==> config.mk <==
export PLATFORM = sky130hd
export DESIGN_NAME = windowed_watchdog_counter
export DESIGN_NICKNAME = d
export VERILOG_FILES = /design/src/shared/wdt_pkg.sv /design/src/rtl/windowed_watchdog_counter.sv
export VERILOG_INCLUDE_DIRS = /design/src /design/src/shared
export SDC_FILE = /design/constraint.sdc
export NUM_CORES = 1
export LEC_CHECK = 0
export BUFFER_PORTS_ARGS = -buffer_cell sky130_fd_sc_hd__buf_2
export CORE_UTILIZATION = 53
export DETAILED_ROUTE_END_ITERATION = 10
export PLACE_DENSITY = 0.95
export SLEW_MARGIN = 0
export SYNTH_ARGS = -nofsm -noshare
export SYNTH_HDL_FRONTEND = slang
export SYNTH_SLANG_ARGS = --single-unit
==> constraint.sdc <==
create_clock -name I_CLK -period 9.7 [get_ports I_CLK]
set_input_delay 1.94 -clock I_CLK [delete_from_list [all_inputs] [get_ports I_CLK]]
set_output_delay 1.94 -clock I_CLK [all_outputs]
set_load 0.01 [all_outputs]
==> src/shared/wdt_defines.svh <==
// Register map, key values and field positions of the watchdog block
`ifndef WDT_DEFINES_SVH
`define WDT_DEFINES_SVH
`define WDT_ADDR_W 4
`define WDT_OFS_KEY 4'h0
`define WDT_OFS_CFG 4'h4
`define WDT_OFS_OSC 4'h8
`define WDT_OFS_STAT 4'hc
`define WDT_CLEAR_KEY 8'hac
`define WDT_KEY_MSB 7
`define WDT_WIN_OPEN 2'h3
`define WDT_RD_FRESH 8'h9a
`define WDT_RD_USED 8'h1a
`define WDT_OTS_LSB 0
`define WDT_WPS_LSB 3
`define WDT_OPT_BIT 5
`define WDT_OSC_STOP_BIT 1
`define WDT_RST_FLAG_BIT 16
`define WDT_LIMIT_BASE 16'h01ff
`define WDT_CFG_RESET 6'h3f
`define WDT_RESP_OKAY 2'b00
`define WDT_RESP_SLVERR 2'b10
`endif

==> src/shared/wdt_pkg.sv <==
// Types shared by the watchdog block
package wdt_pkg;
  typedef struct packed {
    logic lowspeed_osc_option_bit;
    logic [1:0] window_period_sel;
    logic [2:0] overflow_time_sel;
  } wdt_cfg_t;
endpackage

==> src/rtl/windowed_watchdog_counter.sv <==
// Windowed 16-bit watchdog counter with an AXI4-Lite register slave
//
// The placing of the registers and the AXI4-Lite interface to the registers are this design's own decisions.
`timescale 1ns/1ps
`include "wdt_defines.svh"
`default_nettype none
module windowed_watchdog_counter
  import wdt_pkg::*;
(
  input wire logic I_CLK,
  input wire logic I_RST,
  input wire logic I_CE,
  input wire logic I_LSCLK_TICK,
  input wire logic I_HALT,
  input wire logic I_STOP,
  input wire logic I_AXI_AWVALID,
  output logic O_AXI_AWREADY,
  input wire logic [31:0] I_AXI_AWADDR,
  input wire logic I_AXI_WVALID,
  output logic O_AXI_WREADY,
  input wire logic [31:0] I_AXI_WDATA,
  input wire logic [3:0] I_AXI_WSTRB,
  output logic O_AXI_BVALID,
  input wire logic I_AXI_BREADY,
  output logic [1:0] O_AXI_BRESP,
  input wire logic I_AXI_ARVALID,
  output logic O_AXI_ARREADY,
  input wire logic [31:0] I_AXI_ARADDR,
  output logic O_AXI_RVALID,
  input wire logic I_AXI_RREADY,
  output logic [31:0] O_AXI_RDATA,
  output logic [1:0] O_AXI_RRESP,
  output logic O_WDT_RESET
);
  import wdt_pkg::*;

  ////////////////////////////////////////////////////////////////////////////
  // Period of the selected overflow time, minus one
  function automatic logic [15:0] ovf_limit(input logic [2:0] sel);
    ovf_limit = 16'((32'(`WDT_LIMIT_BASE) << sel) | 32'(`WDT_LIMIT_BASE));
  endfunction

  // First count at which a clear is accepted; select 3 leaves it always open
  function automatic logic [15:0] win_start(input logic [2:0] ots,
                                            input logic [1:0] wps);
    logic [15:0] lim;
    lim = ovf_limit(ots);
    win_start = (wps == `WDT_WIN_OPEN) ? 16'h0000 : 16'(lim >> (wps + 2'h1));
  endfunction

  ////////////////////////////////////////////////////////////////////////////
  logic tick_s1_q, tick_s2_q, tick_s3_q;
  logic aw_q, w_q;
  logic [`WDT_ADDR_W-1:0] awaddr_q;
  logic [31:0] wdata_q;
  logic [3:0] wstrb_q;
  wdt_cfg_t cfg_q;
  logic osc_stop_q, first_done_q, pend_q, rst_q;
  logic [15:0] cnt_q;
  logic tick, osc_run, run, wr_fire, wr_key, key_ok, clr_ok, bad, ovf;
  logic [15:0] limit;

  // The oscillator tick comes from another clock; the rising edge seen at s2 (s2 high, s3 low) feeds logic
  always_ff @(posedge I_CLK)
  begin
    if (I_RST)
    begin
      tick_s1_q <= 1'b0;
      tick_s2_q <= 1'b0;
      tick_s3_q <= 1'b0;
    end
    else if (I_CE)
    begin
      tick_s1_q <= I_LSCLK_TICK;
      tick_s2_q <= tick_s1_q;
      tick_s3_q <= tick_s2_q;
    end
  end

  assign tick = tick_s2_q & ~tick_s3_q;
  assign limit = ovf_limit(cfg_q.overflow_time_sel);
  assign osc_run = !(!cfg_q.lowspeed_osc_option_bit && osc_stop_q);
  // Counting ignores flash activity entirely, so self-programming cannot
  // mask a hung loop
  assign run = osc_run && !(!cfg_q.lowspeed_osc_option_bit
                            && (I_HALT || I_STOP));

  ////////////////////////////////////////////////////////////////////////////
  // Write path: address and data accepted in either order
  assign wr_fire = aw_q && w_q && !O_AXI_BVALID;
  assign wr_key = wr_fire && (awaddr_q == `WDT_OFS_KEY);
  assign key_ok = (wdata_q[`WDT_KEY_MSB:0] == `WDT_CLEAR_KEY) && wstrb_q[0]
                  && (wstrb_q[3:1] == 3'h0);
  assign clr_ok = wr_key && key_ok && !rst_q
                  && (!first_done_q
                      || cnt_q >= win_start(cfg_q.overflow_time_sel,
                                            cfg_q.window_period_sel));
  assign bad = wr_key && !clr_ok;
  assign ovf = tick && run && (cnt_q == limit) && !clr_ok;

  always_ff @(posedge I_CLK)
  begin
    if (I_RST)
    begin
      aw_q <= 1'b0;
      w_q <= 1'b0;
      awaddr_q <= '0;
      wdata_q <= 32'h0000_0000;
      wstrb_q <= 4'h0;
      O_AXI_AWREADY <= 1'b0;
      O_AXI_WREADY <= 1'b0;
      O_AXI_BVALID <= 1'b0;
      O_AXI_BRESP <= `WDT_RESP_OKAY;
    end
    else if (I_CE)
    begin
      O_AXI_AWREADY <= !aw_q && !(I_AXI_AWVALID && O_AXI_AWREADY);
      O_AXI_WREADY <= !w_q && !(I_AXI_WVALID && O_AXI_WREADY);
      if (I_AXI_AWVALID && O_AXI_AWREADY)
      begin
        aw_q <= 1'b1;
        awaddr_q <= I_AXI_AWADDR[`WDT_ADDR_W-1:0];
      end
      if (I_AXI_WVALID && O_AXI_WREADY)
      begin
        w_q <= 1'b1;
        wdata_q <= I_AXI_WDATA;
        wstrb_q <= I_AXI_WSTRB;
      end
      if (wr_fire)
      begin
        O_AXI_BVALID <= 1'b1;
        O_AXI_BRESP <= (awaddr_q == `WDT_OFS_STAT) ? `WDT_RESP_SLVERR
                                                   : `WDT_RESP_OKAY;
      end
      else if (O_AXI_BVALID && I_AXI_BREADY)
      begin
        O_AXI_BVALID <= 1'b0;
        aw_q <= 1'b0;
        w_q <= 1'b0;
      end
    end
  end

  // Configuration and oscillator control registers
  always_ff @(posedge I_CLK)
  begin
    if (I_RST)
    begin
      cfg_q <= `WDT_CFG_RESET;
      osc_stop_q <= 1'b0;
    end
    else if (I_CE && wr_fire)
    begin
      if (awaddr_q == `WDT_OFS_CFG && wstrb_q[0])
        cfg_q <= wdata_q[`WDT_OPT_BIT:`WDT_OTS_LSB];
      if (awaddr_q == `WDT_OFS_OSC && wstrb_q[0])
        osc_stop_q <= wdata_q[`WDT_OSC_STOP_BIT];
    end
  end

  ////////////////////////////////////////////////////////////////////////////
  // Counter: a clear beats the overflow tick arriving in the same cycle
  always_ff @(posedge I_CLK)
  begin
    if (I_RST)
      cnt_q <= 16'h0000;
    else if (I_CE)
    begin
      if (rst_q || clr_ok)
        cnt_q <= 16'h0000;
      else if (tick && run)
        cnt_q <= (cnt_q == limit) ? 16'h0000 : cnt_q + 16'h0001;
    end
  end

  // A bad access while the oscillator is stopped waits for its next tick
  always_ff @(posedge I_CLK)
  begin
    if (I_RST)
    begin
      first_done_q <= 1'b0;
      pend_q <= 1'b0;
      rst_q <= 1'b0;
    end
    else if (I_CE)
    begin
      if (wr_key)
        first_done_q <= 1'b1;
      if (bad && !osc_run)
        pend_q <= 1'b1;
      else if (pend_q && osc_run && tick)
        pend_q <= 1'b0;
      if ((bad && osc_run) || (pend_q && osc_run && tick) || ovf)
        rst_q <= 1'b1;
    end
  end

  assign O_WDT_RESET = rst_q;

  ////////////////////////////////////////////////////////////////////////////
  // Read path
  always_ff @(posedge I_CLK)
  begin
    if (I_RST)
    begin
      O_AXI_ARREADY <= 1'b0;
      O_AXI_RVALID <= 1'b0;
      O_AXI_RDATA <= 32'h0000_0000;
      O_AXI_RRESP <= `WDT_RESP_OKAY;
    end
    else if (I_CE)
    begin
      O_AXI_ARREADY <= !O_AXI_RVALID && !(I_AXI_ARVALID && O_AXI_ARREADY);
      if (I_AXI_ARVALID && O_AXI_ARREADY)
      begin
        O_AXI_RVALID <= 1'b1;
        O_AXI_RRESP <= `WDT_RESP_OKAY;
        unique case (I_AXI_ARADDR[`WDT_ADDR_W-1:0])
          `WDT_OFS_KEY: O_AXI_RDATA <= {24'h000000, first_done_q ?
                                        `WDT_RD_USED : `WDT_RD_FRESH};
          `WDT_OFS_CFG: O_AXI_RDATA <= {26'h0000000, cfg_q};
          `WDT_OFS_OSC: O_AXI_RDATA <= 32'(osc_stop_q) << `WDT_OSC_STOP_BIT;
          `WDT_OFS_STAT: O_AXI_RDATA <= {15'h0000, rst_q, cnt_q};
          default:
          begin
            O_AXI_RDATA <= 32'h0000_0000;
            O_AXI_RRESP <= `WDT_RESP_SLVERR;
          end
        endcase
      end
      else if (O_AXI_RVALID && I_AXI_RREADY)
        O_AXI_RVALID <= 1'b0;
    end
  end

  ////////////////////////////////////////////////////////////////////////////
  chk_clear_at_top: assert property (@(posedge I_CLK) disable iff (I_RST)
    I_CE && clr_ok && tick && run && cnt_q == limit |=> cnt_q == 16'h0000
      && !O_WDT_RESET)
    else $error("clear at top count lost");

  chk_halt_hold: assert property (@(posedge I_CLK) disable iff (I_RST)
    !cfg_q.lowspeed_osc_option_bit && (I_HALT || I_STOP) && !clr_ok && !rst_q
      |=> cnt_q == $past(cnt_q))
    else $error("counter moved in halt or stop");

  chk_resume_count: assert property (@(posedge I_CLK) disable iff (I_RST)
    I_CE && tick && run && !clr_ok && !rst_q
      && cnt_q != limit |=> cnt_q == $past(cnt_q) + 16'h0001)
    else $error("resume did not continue from held count");

  chk_osc_stop_hold: assert property (@(posedge I_CLK) disable iff (I_RST)
    !osc_run && !clr_ok && !rst_q |=> cnt_q == $past(cnt_q))
    else $error("counter moved with oscillator stopped");

  chk_bad_key_reset: assert property (@(posedge I_CLK) disable iff (I_RST)
    I_CE && wr_key && wdata_q[`WDT_KEY_MSB:0] != `WDT_CLEAR_KEY && osc_run
      |=> O_WDT_RESET)
    else $error("bad key did not reset");

  chk_partial_write: assert property (@(posedge I_CLK) disable iff (I_RST)
    I_CE && wr_key && wstrb_q != 4'h1 |=> O_WDT_RESET || pend_q)
    else $error("partial write ignored");

  chk_key_readback: assert property (@(posedge I_CLK) disable iff (I_RST)
    I_CE && I_AXI_ARVALID && O_AXI_ARREADY
      && I_AXI_ARADDR[`WDT_ADDR_W-1:0] == `WDT_OFS_KEY
      |=> O_AXI_RVALID && (O_AXI_RDATA[7:0] == `WDT_RD_FRESH
                           || O_AXI_RDATA[7:0] == `WDT_RD_USED))
    else $error("key register read wrong value");

  chk_first_clear: assert property (@(posedge I_CLK) disable iff (I_RST)
    I_CE && wr_key && key_ok && !first_done_q && !rst_q
      |=> cnt_q == 16'h0000 && !O_WDT_RESET)
    else $error("first clear refused");

  chk_overflow_reset: assert property (@(posedge I_CLK) disable iff (I_RST)
    I_CE && ovf |=> O_WDT_RESET ##1 cnt_q == 16'h0000)
    else $error("overflow without reset");
endmodule // windowed_watchdog_counter
`default_nettype wire

==> metrics.txt <==
Crit path largest cell delay about 850 ps; Sink Count just over 70; WS Path Type in2reg; Worst Setup End Kind flip-flop; Port-buffer cells between 50 and 60; FF+latch count, synth 71; Async SR Flop Fraction 0%; cts bufs inserted 9; Mapped Avg Cell Area 7.99 um^2; Global Route Usage Sum 27.1%; CP Cell Sequence buf_2 > nand3_1 > nor2_1 > a22oi_1 > nor2_1; status finished clean; Post-synth EDFFs 0; GPL Wtd Cong 0.884; Detailed Route Iter0 Violations 381; crit path DAT 4200 ps; total power about 0.58 mW; capturing point of the worst reg2reg path cnt_q[4]; TritonRoute pass-1 iters 5; Commonest cells post-synth dfxtp_1, nand2_1, nor2_1; Synth Warn # 0; Clk pin slew, worst setup/hold paths 80 ps; RSZ-0062 raised after global routing no; Post-CTS Resized 0; first-pass GRT wire length 16200 um; CTS root buf clkbuf_8; Worst Tran Pin Value 1120 ps; H-tree levels 3; fin nets 661; WHS Endpoint wdata_q[2]; worst clock skew ~17 ps; Worst Hold Class reg2reg; largest net degree at the start of global routing 62; post-synth top area share 36.3%; Yosys cell types 54; total gr overflow 0; HP Start wdata_q[2]; Top delay family on crit path simple AND/OR/NAND/NOR gates; FF-to-FF setup slack a little under 6000 ps; Longest Clk Path Bufs 2; Critical Path RT 9990 ps; CTS tree yes; max-cap violations 0; hold buffers post-CTS 0; final setup fails 0; CP most frequent cell nor2_1; worst r2r src cfg_q[2]; number of global-route vias before repair between 3000 and 4000; wirelength, routed approximately 9700 um; critical-path maximum fanout 26; core area 6940 um^2; Cell Area, Synth between 3000 and 4000 um^2; leakage 1.72 nW; Fmax 255 MHz; sequential fraction of the synthesis area 36.3%; Pwr Density about 130 nW/um^2; Worst slew margin 25.5%; Starting Density a little under three fifths; Synth area leaders dfxtp_1, nand2_1, ha_1, a21oi_1, nor2_1; Fin. Hold Viols 0; Total Negative Setup Slacks 0 ps; Die ar. 7730 um^2; area leader, netlist dfxtp_1; postcts setup bufs 0; DIE HEIGHT 87.9 um; number of diodes 0; row count 30; worst r2r path cells 10; width of the chip 87.9 um; Layout area overhead 10.9%; share of layout cells above drive strength 1 16.4%; ys flop type dfxtp_1; Routed wire per std cell 15.3 um; fin crit period 3920 ps; Worst Setup Start Kind input port; antenna violations before repair 0; vias 3874; Max VDD drop 0.0980 mV; Final Cycle Share 40.4%; buffers plus inverters on the worst setup path 1; dpl hpwl 6670 um; Min-Delay Path Depth 2; Slew Limit Fails 0; clk_lat worst skew 360 ps; DRC 0; count leader, synth dfxtp_1; cell count after synthesis 490; IO Pins approximately 150; slowest stage cell on the critical path nor2_1; Antenna Nets Post-Route 0; DR vias/cell 6.12
[cells in the final DEF (no fill, tap or decap), types with 3 or more instances in the layout]
cell type / netlist / final
o211ai_1: 3 / 3
nor2b_1: 5 / 5
a31oi_1: 10 / 10
and3_1: 3 / 3
nand2_1: 65 / 65
or2_2: 4 / 4
nor3b_1: 5 / 5
nor4_1: 4 / 4
buf_2: 3 / 55
inv_1: 19 / 19
ha_1: 18 / 18
conb_1: 1 / 17
nand3_1: 25 / 25
nor2_1: 57 / 57
o21ai_0: 18 / 18
mux2_2: 3 / 3
clkbuf_8: 0 / 9
a211o_1: 6 / 6
a22oi_1: 15 / 15
a211oi_1: 3 / 3
o311ai_1: 5 / 5
nor3_1: 9 / 9
nand4_1: 12 / 12
dfxtp_1: 71 / 71
a21oi_1: 44 / 44
mux2i_1: 13 / 13
[stage by stage]
stage / cell area (um^2) / utilization (%) / hold WS [ps] / std cells / worst slack [ps]
floorplan: 3970 / - / 440 / 506 / 6310
global placement: 4140 / 59.7 / 459 / 617 / 5540
detailed placement: 4140 / 59.7 / 469 / 617 / 5500
CTS: 4340 / 62.5 / 479 / 633 / 5840
global route: 4340 / 62.5 / 501 / 633 / 5430
finish: 4340 / 62.5 / 475 / 633 / 5780
[sequential cells by signal, summed over array words and instances, names as in the netlist, 4 cells and up]
name,cells
awaddr_q,4
wdata_q,8
cnt_q,16
O_AXI_RDATA,17
wstrb_q,4
cfg_q,6
[kinds of logic (layout without fill, tap and decap cells)]
family                   Yosys count  after routing  synth area share [%]
other                              1             17                0.0958
multiplexers                      16             16                  4.19
AND/OR/NAND/NOR                  205            205                  25.4
AO/OA/AOI/OAI                    118            118                  20.2
XOR/XNOR                           2              2                 0.448
flip-flops                        71             71                  36.3
buffers and inverters             59             90                  7.58
adder cells (fa/ha/maj)           18             18                  5.75
[area by class of cell]
class	count	area, um^2
clock buffer	10	128
clock inverter	6	67.6
fill	575	2610
inverter	19	71.3
multi-input combinational	376	2260
sequential	71	1420
tap	96	120
timing repair buffer	55	275
[per-layer routing]
layer	vias to the layer above	global-route usage, %	share of wire [%]
met5	-	0	0
met4	0	17.9	3.6
met3	41	5.37	7.5
met2	200	44.9	49
met1	1820	31.7	40
li1	1813	-	-
[report_power, final]
part | internal, mW | switching [mW]
Combinational | 0.0140 | 0.0261
Clock | 0.120 | 0.120
Sequential | 0.296 | 0.00428
[worst min-delay path, cell delays in order (launching register included)]
cell and delay, ps:
dfxtp_1 320, nand2_1 60, a21oi_1 50
[worst max-delay path by stage]
stage,start,to,slack (ps),cells past startpoint
2_1_floorplan,cfg_q[2],cnt_q[1],6310,12
3_3_place_gp,I_CE,O_AXI_RDATA[16],5540,5
3_5_place_dp,I_CE,O_AXI_RDATA[16],5500,5
4_1_cts,I_CE,O_AXI_RDATA[14],5840,5
5_1_grt,I_CE,O_AXI_RDATA[13],5430,5
6_report,I_CE,O_AXI_RDATA[14],5780,5
(Power assumes the default switching activity.)
